===== src/design/ext_bus_map.vh =====
// timing and encoding constants for the external bus controller
`ifndef EXT_BUS_MAP_VH
`define EXT_BUS_MAP_VH
`define ADDR_WIDTH 24
`define DATA_WIDTH 8
`define CYC_MEM_READ 2'h0
`define CYC_MEM_WRITE 2'h1
`define CYC_IO_READ 2'h2
`define CYC_IO_WRITE 2'h3
`define RESET_MIN_CYCLES 3
`define BUS_CYCLE_MIN_CYCLES 2
`endif


===== src/design/cpu_external_bus_control.v =====
// external bus control: strobes, wait states, bus hand-over, interrupts
// Notes on behaviour
// [RULE1] io_request_n low on any I/O space access; strobes give direction.
// [RULE2] mem_request_n low during memory access; strobes qualify the kind.
// [RULE3] during grant, address and request lines are inputs, not driven.
// [RULE4] read_strobe_n low when reading; floated while bus granted.
// [RULE5] store_strobe_n low when writing; floated while bus granted.
// [RULE6] opcode_fetch_n low with mem and read strobes; floated when granted.
// [RULE7] wait input low stretches the current read or write.
// [RULE8] reset must be held low at least three clock cycles.
// [RULE9] reset also held until the clock is stable.
// [RULE10] urgent interrupt taken at instruction end regardless of enables.
// [RULE11] urgent interrupt beats every maskable source.
// [RULE12] an external master claims the bus by driving bus_claim_n low.
// [RULE13] on claim, float address, data, control then drive bus_grant_n low.
// [RULE14] stop_state_n low once halt or doze has been executed.
// [RULE15] data bus driven only in write cycles with the cpu as master.
// [RULE16] claim released: drop grant, drive lines again before next cycle.
`timescale 1ns/100ps
`include "ext_bus_map.vh"
module cpu_external_bus_control #(
   parameter AW = `ADDR_WIDTH,
   parameter DW = `DATA_WIDTH,
   parameter NUM_IRQ = 8
) (
   input wire mclk_in, // system clock
   input wire resetn_in, // synchronous reset, active low
   // core request side
   input wire req_valid_in, // core asks for a bus cycle
   input wire [1:0] req_kind_in, // cycle kind
   input wire req_fetch_in, // memory read is an opcode fetch
   input wire [AW-1:0] req_addr_in, // cycle address
   input wire [DW-1:0] req_wdata_in, // write data
   output reg req_ready_out, // request accepted
   output reg done_out, // cycle finished, one-cycle pulse
   output reg [DW-1:0] rdata_out, // read data, valid with done
   input wire instr_end_in, // core at an instruction boundary
   input wire stop_exec_in, // core executes halt or doze
   input wire wake_in, // core leaves halt or doze
   input wire [NUM_IRQ-1:0] irq_pend_in, // maskable requests
   input wire [NUM_IRQ-1:0] irq_enable_in, // maskable enables
   input wire global_ie_in, // global enable
   output reg urgent_take_out, // urgent interrupt taken, pulse
   output reg mask_take_out, // maskable interrupt taken, pulse
   output reg [NUM_IRQ-1:0] mask_sel_out, // chosen maskable source
   output reg granted_out, // bus is with the external master
   // pins
   output reg [AW-1:0] location_bus_out, // address out
   output reg location_bus_oe_out, // address drive enable
   input wire [AW-1:0] location_bus_in, // address seen on pins
   output reg [DW-1:0] data_bus_out, // data out
   output reg data_bus_oe_out, // data drive enable
   input wire [DW-1:0] data_bus_in, // data seen on pins
   output reg io_request_n_out, // i/o request, active low
   output reg mem_request_n_out, // memory request, active low
   input wire io_request_n_in, // i/o request from pins
   input wire mem_request_n_in, // memory request from pins
   output reg read_strobe_n_out, // read strobe, active low
   output reg store_strobe_n_out, // write strobe, active low
   output reg opcode_fetch_n_out, // fetch indicator, active low
   output reg ctrl_oe_out, // enable for requests and strobes
   input wire wait_n_in, // wait request, active low
   input wire urgent_interrupt_n_in, // urgent interrupt, active low
   input wire bus_claim_n_in, // bus claim, active low
   output reg bus_grant_n_out, // bus grant, active low
   output reg stop_state_n_out // halt or doze indicator, active low
);
   localparam ST_IDLE = 3'h0;
   localparam ST_ADDR = 3'h1;
   localparam ST_STROBE = 3'h2;
   localparam ST_FLOAT = 3'h3;
   localparam ST_GRANT = 3'h4;
   localparam ST_RESUME = 3'h5;
   localparam ST_SETTLE = 3'h6;

   // pins are asynchronous to mclk: two stages each
   reg [2:0] sync1_q;
   reg [2:0] sync2_q;
   wire wait_s = sync2_q[0];
   wire urgent_s = sync2_q[1];
   wire claim_s = sync2_q[2];
   reg [2:0] state_q;
   reg [1:0] kind_q;
   reg fetch_q;
   reg urgent_pend_q;
   reg urgent_prev_q;
   wire take_urgent;
   wire take_mask;
   wire [NUM_IRQ-1:0] sel;
   // location_bus_in, io and mem request inputs are observed only by others
   // while granted; the bus controller itself never needs them.

   function is_write;
      input [1:0] k;
      begin
         is_write = (k == `CYC_MEM_WRITE) || (k == `CYC_IO_WRITE);
      end
   endfunction

   function is_io;
      input [1:0] k;
      begin
         is_io = (k == `CYC_IO_READ) || (k == `CYC_IO_WRITE);
      end
   endfunction

   always @(posedge mclk_in) begin
      if (!resetn_in) begin
         sync1_q <= 3'h7;
         sync2_q <= 3'h7;
      end else begin
         sync1_q <= {bus_claim_n_in, urgent_interrupt_n_in, wait_n_in};
         sync2_q <= sync1_q;
      end
   end

   urgent_irq_arb #(
      .NUM_IRQ(NUM_IRQ)
   ) u_arb (
      .urgent_pend_in(urgent_pend_q),
      .irq_pend_in(irq_pend_in),
      .irq_enable_in(irq_enable_in),
      .global_ie_in(global_ie_in),
      .take_urgent_out(take_urgent),
      .take_mask_out(take_mask),
      .mask_sel_out(sel)
   );

   // urgent input is edge-latched so a short pulse is not missed
   always @(posedge mclk_in) begin
      if (!resetn_in) begin
         urgent_prev_q <= 1'b1;
         urgent_pend_q <= 1'b0;
         urgent_take_out <= 1'b0;
         mask_take_out <= 1'b0;
         mask_sel_out <= {NUM_IRQ{1'b0}};
         stop_state_n_out <= 1'b1;
      end else begin
         urgent_prev_q <= urgent_s;
         urgent_take_out <= instr_end_in && take_urgent; // [RULE10]
         mask_take_out <= instr_end_in && take_mask; // [RULE11]
         mask_sel_out <= instr_end_in && take_mask ? sel : {NUM_IRQ{1'b0}};
         // a new falling edge wins over the clear by acceptance
         if (urgent_prev_q && !urgent_s) begin
            urgent_pend_q <= 1'b1;
         end else if (instr_end_in && take_urgent) begin
            urgent_pend_q <= 1'b0;
         end
         if (stop_exec_in) begin
            stop_state_n_out <= 1'b0; // [RULE14]
         end else if (wake_in || (instr_end_in && (take_urgent ||
                      take_mask))) begin
            stop_state_n_out <= 1'b1;
         end
      end
   end

   always @(posedge mclk_in) begin
      if (!resetn_in) begin
         state_q <= ST_IDLE;
         kind_q <= `CYC_MEM_READ;
         fetch_q <= 1'b0;
         req_ready_out <= 1'b0;
         done_out <= 1'b0;
         rdata_out <= {DW{1'b0}};
         granted_out <= 1'b0;
         location_bus_out <= {AW{1'b0}};
         location_bus_oe_out <= 1'b1;
         data_bus_out <= {DW{1'b0}};
         data_bus_oe_out <= 1'b0;
         io_request_n_out <= 1'b1;
         mem_request_n_out <= 1'b1;
         read_strobe_n_out <= 1'b1;
         store_strobe_n_out <= 1'b1;
         opcode_fetch_n_out <= 1'b1;
         ctrl_oe_out <= 1'b1;
         bus_grant_n_out <= 1'b1;
      end else begin
         req_ready_out <= 1'b0;
         done_out <= 1'b0;
         case (state_q)
            ST_IDLE: begin
               if (!claim_s) begin
                  // float everything first, grant on the next edge
                  location_bus_oe_out <= 1'b0; // [RULE13]
                  data_bus_oe_out <= 1'b0;
                  ctrl_oe_out <= 1'b0;
                  state_q <= ST_FLOAT;
               end else if (req_valid_in) begin
                  req_ready_out <= 1'b1;
                  kind_q <= req_kind_in;
                  fetch_q <= req_fetch_in && !is_io(req_kind_in) &&
                             !is_write(req_kind_in);
                  location_bus_out <= req_addr_in;
                  data_bus_out <= req_wdata_in;
                  // data driven only on writes as master
                  data_bus_oe_out <= is_write(req_kind_in); // [RULE15]
                  io_request_n_out <= !is_io(req_kind_in); // [RULE1]
                  mem_request_n_out <= is_io(req_kind_in); // [RULE2]
                  state_q <= ST_ADDR;
               end
            end
            ST_ADDR: begin
               read_strobe_n_out <= is_write(kind_q); // [RULE4]
               store_strobe_n_out <= !is_write(kind_q); // [RULE5]
               opcode_fetch_n_out <= !fetch_q; // [RULE6]
               state_q <= ST_SETTLE;
            end
            ST_SETTLE: begin
               // wait decoded from the new address needs the sync stages
               // to arrive before the first look, else it is missed
               state_q <= ST_STROBE; // [RULE7]
            end
            ST_STROBE: begin
               // wait sampled after the sync stages, so it adds latency
               if (wait_s) begin // [RULE7]
                  rdata_out <= data_bus_in;
                  done_out <= 1'b1;
                  io_request_n_out <= 1'b1;
                  mem_request_n_out <= 1'b1;
                  read_strobe_n_out <= 1'b1;
                  store_strobe_n_out <= 1'b1;
                  opcode_fetch_n_out <= 1'b1;
                  data_bus_oe_out <= 1'b0; // [RULE15]
                  state_q <= ST_IDLE;
               end
            end
            ST_FLOAT: begin
               bus_grant_n_out <= 1'b0; // [RULE13]
               granted_out <= 1'b1;
               state_q <= ST_GRANT;
            end
            ST_GRANT: begin
               // address and requests stay undriven while granted
               if (claim_s) begin // [RULE3]
                  bus_grant_n_out <= 1'b1; // [RULE16]
                  granted_out <= 1'b0;
                  state_q <= ST_RESUME;
               end
            end
            ST_RESUME: begin
               location_bus_oe_out <= 1'b1; // [RULE16]
               ctrl_oe_out <= 1'b1;
               state_q <= ST_IDLE;
            end
            default: begin
               state_q <= ST_IDLE;
            end
         endcase
      end
   end
endmodule


===== src/design/urgent_irq_arb.v =====
// interrupt priority picker: urgent source ahead of maskable sources
`timescale 1ns/100ps
module urgent_irq_arb #(
   parameter NUM_IRQ = 8
) (
   input wire urgent_pend_in, // synchronised urgent request pending
   input wire [NUM_IRQ-1:0] irq_pend_in, // maskable requests pending
   input wire [NUM_IRQ-1:0] irq_enable_in, // per-source enables
   input wire global_ie_in, // global interrupt enable
   output reg take_urgent_out, // urgent wins
   output reg take_mask_out, // maskable taken
   output reg [NUM_IRQ-1:0] mask_sel_out // one-hot chosen source
);
   integer i;
   reg found;
   always @* begin
      found = 1'b0;
      take_urgent_out = urgent_pend_in; // [RULE10]
      mask_sel_out = {NUM_IRQ{1'b0}};
      for (i = 0; i < NUM_IRQ; i = i + 1) begin
         if (!found && irq_pend_in[i] && irq_enable_in[i]) begin
            found = 1'b1;
            mask_sel_out[i] = 1'b1;
         end
      end
      // maskable ones only when urgent is not pending
      take_mask_out = found && global_ie_in && !urgent_pend_in; // [RULE11]
      if (urgent_pend_in) begin
         mask_sel_out = {NUM_IRQ{1'b0}};
      end
   end
endmodule


===== config.mk =====
export PLATFORM = sky130hd
export DESIGN_NAME = cpu_external_bus_control
export DESIGN_NICKNAME = d
export VERILOG_FILES = /design/src/design/cpu_external_bus_control.v /design/src/design/urgent_irq_arb.v
export VERILOG_INCLUDE_DIRS = /design/src /design/src/design
export SDC_FILE = /design/constraint.sdc
export NUM_CORES = 1
export LEC_CHECK = 0
export BUFFER_PORTS_ARGS = -buffer_cell sky130_fd_sc_hd__buf_2
export CORE_MARGIN = 2
export CORE_UTILIZATION = 48
export DETAILED_ROUTE_END_ITERATION = 7
export GPL_ROUTABILITY_DRIVEN = 1
export PLACE_DENSITY = 0.85
export SLEW_MARGIN = 20
export SYNTH_ARGS = -nofsm -noshare
export SYNTH_HDL_FRONTEND = slang
export SYNTH_SLANG_ARGS = --single-unit

===== constraint.sdc =====
create_clock -name mclk_in -period 3.9 [get_ports mclk_in]
set_input_delay 0 -clock mclk_in [delete_from_list [all_inputs] [get_ports mclk_in]]
set_output_delay 0 -clock mclk_in [all_outputs]
set_load 0.02 [all_outputs]

==> reports/metrics.yaml, run 1 <==
status:
  status: "completed"
final_layout:
  fin_cells: 579
  diodes: 0
  syn2layout_area_growth_pct: 51.2
  nets: 595
  drive_gt1_frac: 0.294
clock_network:
  cts_setup_buffers: 0
  cts.reportedPaths.clkPinSlew_ns: 0.07
  hold_buffers: 71
  htreeDepth: 3
  cts_tree: "yes"
  clk_latency_ns: 0.34
  numCtsBuffers: 9
  cts_root_buf: "clkbuf_8"
  clkSinkCount: 75
  ctsResizeCount: 0
  cts_buffer_depth: 2
floorplan:
  rows: 28
  coreArea_mm2: 0.00592
  io_pins: 158
  die_y_um: 82.3
  dieArea_mm2: 0.00677
  die_x_um: 82.3
  start_util: 0.497
placed_design:
  portBuffers: 131
  place_ws_ns: 1.81
  place.gp.congestion: 0.724
  dp_cells: 493
  hpwl_um: 4530
logic_synthesis:
  synthCells: 314
  async_flop_share: 0
  synth-edff-count: 0
  synth_fp_nets: 409
  yosysSeqAreaShare: 0.510
  synthTopCellsByArea: "dfxtp_1 (51%), a21boi_1 (7.4%), nand3_1 (6.0%), o21ai_1 (5.1%), mux2i_1 (3.1%)"
  synth_area_mm2: 0.00294
  synth_top_cell_by_area: "dfxtp_1"
  yosysUniqueCellTypes: 42
  ys_dominant_reg_cell: "dfxtp_1"
  netlist.area_leader.share: 0.510
  avgSynthCellArea_um2: 9.37
  yosys_warnings: 0
  ys_ff_latch: 75
worst_setup_path:
  critPathSlowestCell: "dlygate4sd3_1"
  path_cells: "nor4b_4 -> buf_4 -> nand4_1 -> dlygate4sd3_1 -> a21boi_1"
  critPathLaunchType: "register"
  crit_type: "register to register"
  slowest_delay_ns: 0.63
  critPathMaxFanout: 37
  worstPathRequired_ns: 4.16
  worstPathArrival_ns: 2.43
  endpoint_kind: "register"
route:
  wire_per_inst_um: 15.2
  num_vias: 3089
  route.detailed.drc: 0
  wirelength_um: 8800
  drt_iter0_drc: 114
  ant_nets: 0
  dr.pass1.iters: 5
  via_per_inst: 5.34
global_routing:
  grt_max_degree: 69
  antenna_found_initial: 0
  overflow: 0
  global_route.usage.total: 0.256
  grt_pass1_wl_um: 13200
  grt_pass1_vias: 2911
sta:
  rsz0062_at_grt: "false"
  finalSetupViolations: 0
  max_freq_mhz: 461
  slew_headroom: 0.279
  hold_violations: 0
  worst_slack_ns: 1.73
  drv_slew: 0
  skew_ns: 0.0119
  tns_ns: 0
  period_needed_ns: 2.17
  worst_pin_slew_ns: 1.08
  fin_crit_sh: 0.557
worst_hold_path:
  hold_class: "input port to register"
power_and_ir_drop:
  leakagePower_uw: 0.00197
  finalPower_uw: 1900
  ir_worst_vdd_v: 0.000289
  p_per_area_mw_per_mm2: 427
job:
  drv_cap: 0
==> sequential cells by signal (all words and copies together) (netlist names), 3 cells and up <==
signal	flops
location_bus_out	24
sync2_q	3
sync1_q	3
data_bus_out	8
mask_sel_out	8
rdata_out	8
state_q	3
==> cells in the final DEF, fill, tap and decap left out, types with 2 or more instances in the layout <==
master           n
nor2b_1         11
nor3b_1          5
nand4_1          4
dfxtp_1         75
a21boi_0         6
dlygate4sd3_1   71
a211oi_1         5
mux2i_1          9
nor3_1           3
clkinv_2         2
clkbuf_1         3
o21ai_1         30
nand3_1         35
a21oi_1          2
nor2_1          10
and2_1           4
and3_1           4
inv_1            9
buf_2          131
nand2_1          7
a21boi_1        29
nand2b_1         7
a22oi_1          2
o21ai_0         12
clkbuf_8         9
==> cell families (layout without fill, tap and decap cells) <==
| group | after synthesis | after routing | share of synthesized area |
|---|---|---|---|
| AOI/OAI and AO/OA | 95 | 95 | 0.207 |
| buffers and inverters | 37 | 227 | 0.0608 |
| DFF | 75 | 75 | 0.510 |
| muxes | 9 | 9 | 0.0306 |
| and+or+nand+nor | 98 | 98 | 0.191 |
==> worst max-delay path, delay by kind of cell (launching register included) <==
kind | cells | cell delay [ns]
buffers and inverters | 2 | 1.01
DFF | 1 | 0.47
and+or+nand+nor | 2 | 0.47
AOI/OAI and AO/OA | 1 | 0.14
==> layer usage <==
metal / global-route usage / vias up / routed length, um
met1: 0.270 / 1429 / 3380
li1: - / 1485 / -
met5: 0 / - / 0
met3: 0.0641 / 36 / 501
met2: 0.450 / 139 / 4560
met4: 0.165 / 0 / 363
==> report_power, final <==
group,switching (uW),internal [uW]
clock network,261,291
registers,49.2,830
logic,276,194
==> synthesized netlist by cell type, types with 2 or more instances <==
master,count
dfxtp_1,75
nand3_1,35
o21ai_1,30
a21boi_1,29
clkbuf_1,13
o21ai_0,12
nor2b_1,11
nor2_1,10
inv_1,9
mux2i_1,9
buf_2,8
nand2_1,7
nand2b_1,7
a21boi_0,6
a211oi_1,5
nor3b_1,5
and2_1,4
and3_1,4
nand4_1,4
buf_6,3
nor3_1,3
a21oi_1,2
a22oi_1,2
buf_1,2
buf_4,2
==> worst paths after layout <==
path                                              start  cells after the start  slack, ns                       endpoint
worst max-delay path            state_q[2]$_SDFFE_PN0P_                      5       1.73           fetch_q$_SDFFE_PN0P_
worst min-delay path                            wake_in                      3       0.03  stop_state_n_out$_SDFFE_PN1P_
worst max register to register  state_q[2]$_SDFFE_PN0P_                      5       1.73           fetch_q$_SDFFE_PN0P_
worst min register to register    sync1_q[0]$_SDFF_PN1_                      1       0.40          sync2_q[0]$_SDFF_PN1_
==> final cells by class <==
type | instances | area, um2
inverter | 9 | 33.8
clock buffer | 12 | 135
sequential | 75 | 1500
tap | 75 | 93.8
fill | 397 | 1470
timing repair buffer | 203 | 1370
multi-input combinational | 202 | 1270
clock inverter | 3 | 40.0
==> per-stage QoR <==
stage | cell area [um2] | hold slack [ns] | util
after floorplan | 2940 | 0.101 | -
after global placement | 3560 | 0.181 | 0.602
after detailed placement | 3560 | 0.182 | 0.602
after CTS | 4450 | 0.00332 | 0.751
after global routing | 4450 | 0.0313 | 0.751
final | 4450 | 0.0320 | 0.751
Power figures use the tool's default switching activity.
==> run 2, diff against run 1 <==
CORE_UTILIZATION = 44   (was 48)
PLACE_DENSITY = 0.79   (was 0.85)
clock period = 2.3 ns   (was 3.9 ns; I/O delays follow)
==> run 2 against run 1 <==
Compared with the run above:
- the flow now finishes with violations (design-rule violations)
- critical path depth is 1 higher
- register-to-register slack got worse by 1.5 ns
- first-iteration DRC count rose by 24%
- utilization shrank 5.1 points
- clock skew barely moved
- sequential share of layout area is 0.38 points lower
- largest cell class unchanged
==> reports/metrics.yaml, run 2 (synthesized netlist as in run 1, its figures left out) <==
floorplan:
  rows: 29
  die_x_um: 85.8
  die_y_um: 85.8
  io_pins: 158
  dieArea_mm2: 0.00736
  coreArea_mm2: 0.00642
  start_util: 0.458
clock_network:
  cts_buffer_depth: 2
  clk_latency_ns: 0.35
  cts.reportedPaths.clkPinSlew_ns: 0.08
  cts_tree: "yes"
  htreeDepth: 3
  cts_setup_buffers: 0
  cts_root_buf: "clkbuf_8"
  clkSinkCount: 75
  numCtsBuffers: 9
worst_setup_path:
  critPathLaunchType: "register"
  worstPathArrival_ns: 2.32
  crit_start: "state_q[2]$_SDFFE_PN0P_"
  crit_type: "register to register"
  rr_startpoint: "state_q[2]$_SDFFE_PN0P_"
  reg2reg_slack_ns: 0.26
  worstReg2RegEnd: "fetch_q$_SDFFE_PN0P_"
  worstPathRequired_ns: 2.58
  critPathMaxFanout: 18
  worst-r2r-cell-count: 6
  endpoint_kind: "register"
global_routing:
  overflow: 0
  antenna_found_initial: 0
  grt_max_degree: 68
  global_route.usage.total: 0.237
  grt_pass1_vias: 3131
  grt_pass1_wl_um: 13800
sta:
  skew_ns: 0.0118
  worst_pin_slew_ns: 0.572
  finalSetupViolations: 0
  drv_slew: 0
  period_needed_ns: 2.04
  tns_ns: 0
  hold_violations: 0
  slew_headroom: 0.619
  fin_crit_sh: 0.885
  max_freq_mhz: 491
  rsz0062_at_grt: "false"
route:
  wire_per_inst_um: 14.7
  ant_nets: 0
  route.detailed.drc: 8
  dr.pass1.iters: 6
  num_vias: 3074
  drt_iter0_drc: 141
  wirelength_um: 8660
  via_per_inst: 5.22
job:
  drv_cap: 0
status:
  status: "finished, violations left"
  violations: "design-rule violations"
final_layout:
  nets: 602
  final_util: 0.701
  final_cell_mix: "buf_2 (131), dfxtp_1 (75), dlygate4sd3_1 (71), nand3_1 (35), o21ai_1 (30)"
  drive_gt1_frac: 0.307
  final_common_cell: "buf_2"
  largest_reg_flops: 24
  syn2layout_area_growth_pct: 52.9
  diodes: 0
  regMostFlops: "location_bus_out"
power_and_ir_drop:
  finalPower_uw: 3200
  p_per_area_mw_per_mm2: 710
  leakagePower_uw: 0.00199
  ir_worst_vdd_v: 0.000458
placed_design:
  hpwl_um: 4800
  portBuffers: 131
  place.gp.congestion: 0.780
worst_hold_path:
  hold-path-cell-count: 3
  min_to: "mask_sel_out[6]$_SDFF_PP0_"
  hold_class: "input port to register"
  holdCritStartpoint: "irq_enable_in[5]"
==> run 2: changes by cell type in the layout (fill, tap and decap cells not counted) <==
cell        change
buf_4           +7
clkbuf_1        -2
clkinv_4        +2
clkinvlp_4      +2
bufinv_16       -1
or4b_1          +1
or4b_2          -1
==> run 2: critical path, cell delays in order (launching register included) <==
cell and delay (ns):
dfxtp_1 0.39, buf_4 0.20, nor4b_4 0.29, buf_4 0.26, nand4_1 0.12, dlygate4sd3_1 0.58
a21boi_1 0.14
==> run 2: power by group <==
| group | internal (uW) | switching (uW) | leakage [uW] | total [uW] |
|---|---|---|---|---|
| clock network | 391 | 489 | 0.0000822 | 880 |
| registers | 1410 | 75.6 | 0.000613 | 1480 |
| logic | 357 | 477 | 0.00130 | 835 |
==> run 2: routing by layer <==
layer | up-vias | GRT usage | part of all wire
li1 | 1498 | - | -
met1 | 1420 | 0.250 | 0.40
met2 | 122 | 0.421 | 0.51
met3 | 34 | 0.0549 | 0.052
met4 | 0 | 0.156 | 0.041
met5 | - | 0 | 0
==> run 2: how the worst max path moves through the flow <==
stage / depth (start not counted) / slack (ns) / endpoint
3_3_place_gp: 4 / 0.74 / data_bus_out[3]$_SDFFE_PN0P_
5_1_grt: 6 / 0.17 / fetch_q$_SDFFE_PN0P_
6_report: 6 / 0.26 / fetch_q$_SDFFE_PN0P_
3_5_place_dp: 4 / 0.71 / data_bus_out[6]$_SDFFE_PN0P_
4_1_cts: 6 / 0.30 / fetch_q$_SDFFE_PN0P_
2_1_floorplan: 5 / 0.90 / mem_request_n_out$_SDFFE_PN1P_
==> run 2: cell type report <==
class,instances,area [um2]
fillers,493,1920
well taps,77,96.3
multi-input cells,202,1270
clock buffers,10,128
clock inverters,6,42.5
inverters,9,33.8
flip-flops and latches,75,1500
repair buffers,210,1430
==> run 2: metrics by stage <==
stage	cell area (um2)	worst slack [ns]	std cells	hold WS, ns
6_report	4500	0.263	589	0.0472
5_1_grt	4500	0.171	589	0.0690
4_1_cts	4500	0.299	589	0.0142
3_5_place_dp	3620	0.708	502	0.183
3_3_place_gp	3620	0.736	502	0.180
2_1_floorplan	2940	0.896	314	0.101
==> run 2: repair_timing <==
item / 4_1_cts / 5_1_grt
gates resized for setup: 0 / 0
hold buffers: 71 / 0
endpoints found under the hold margin: 58 / 0
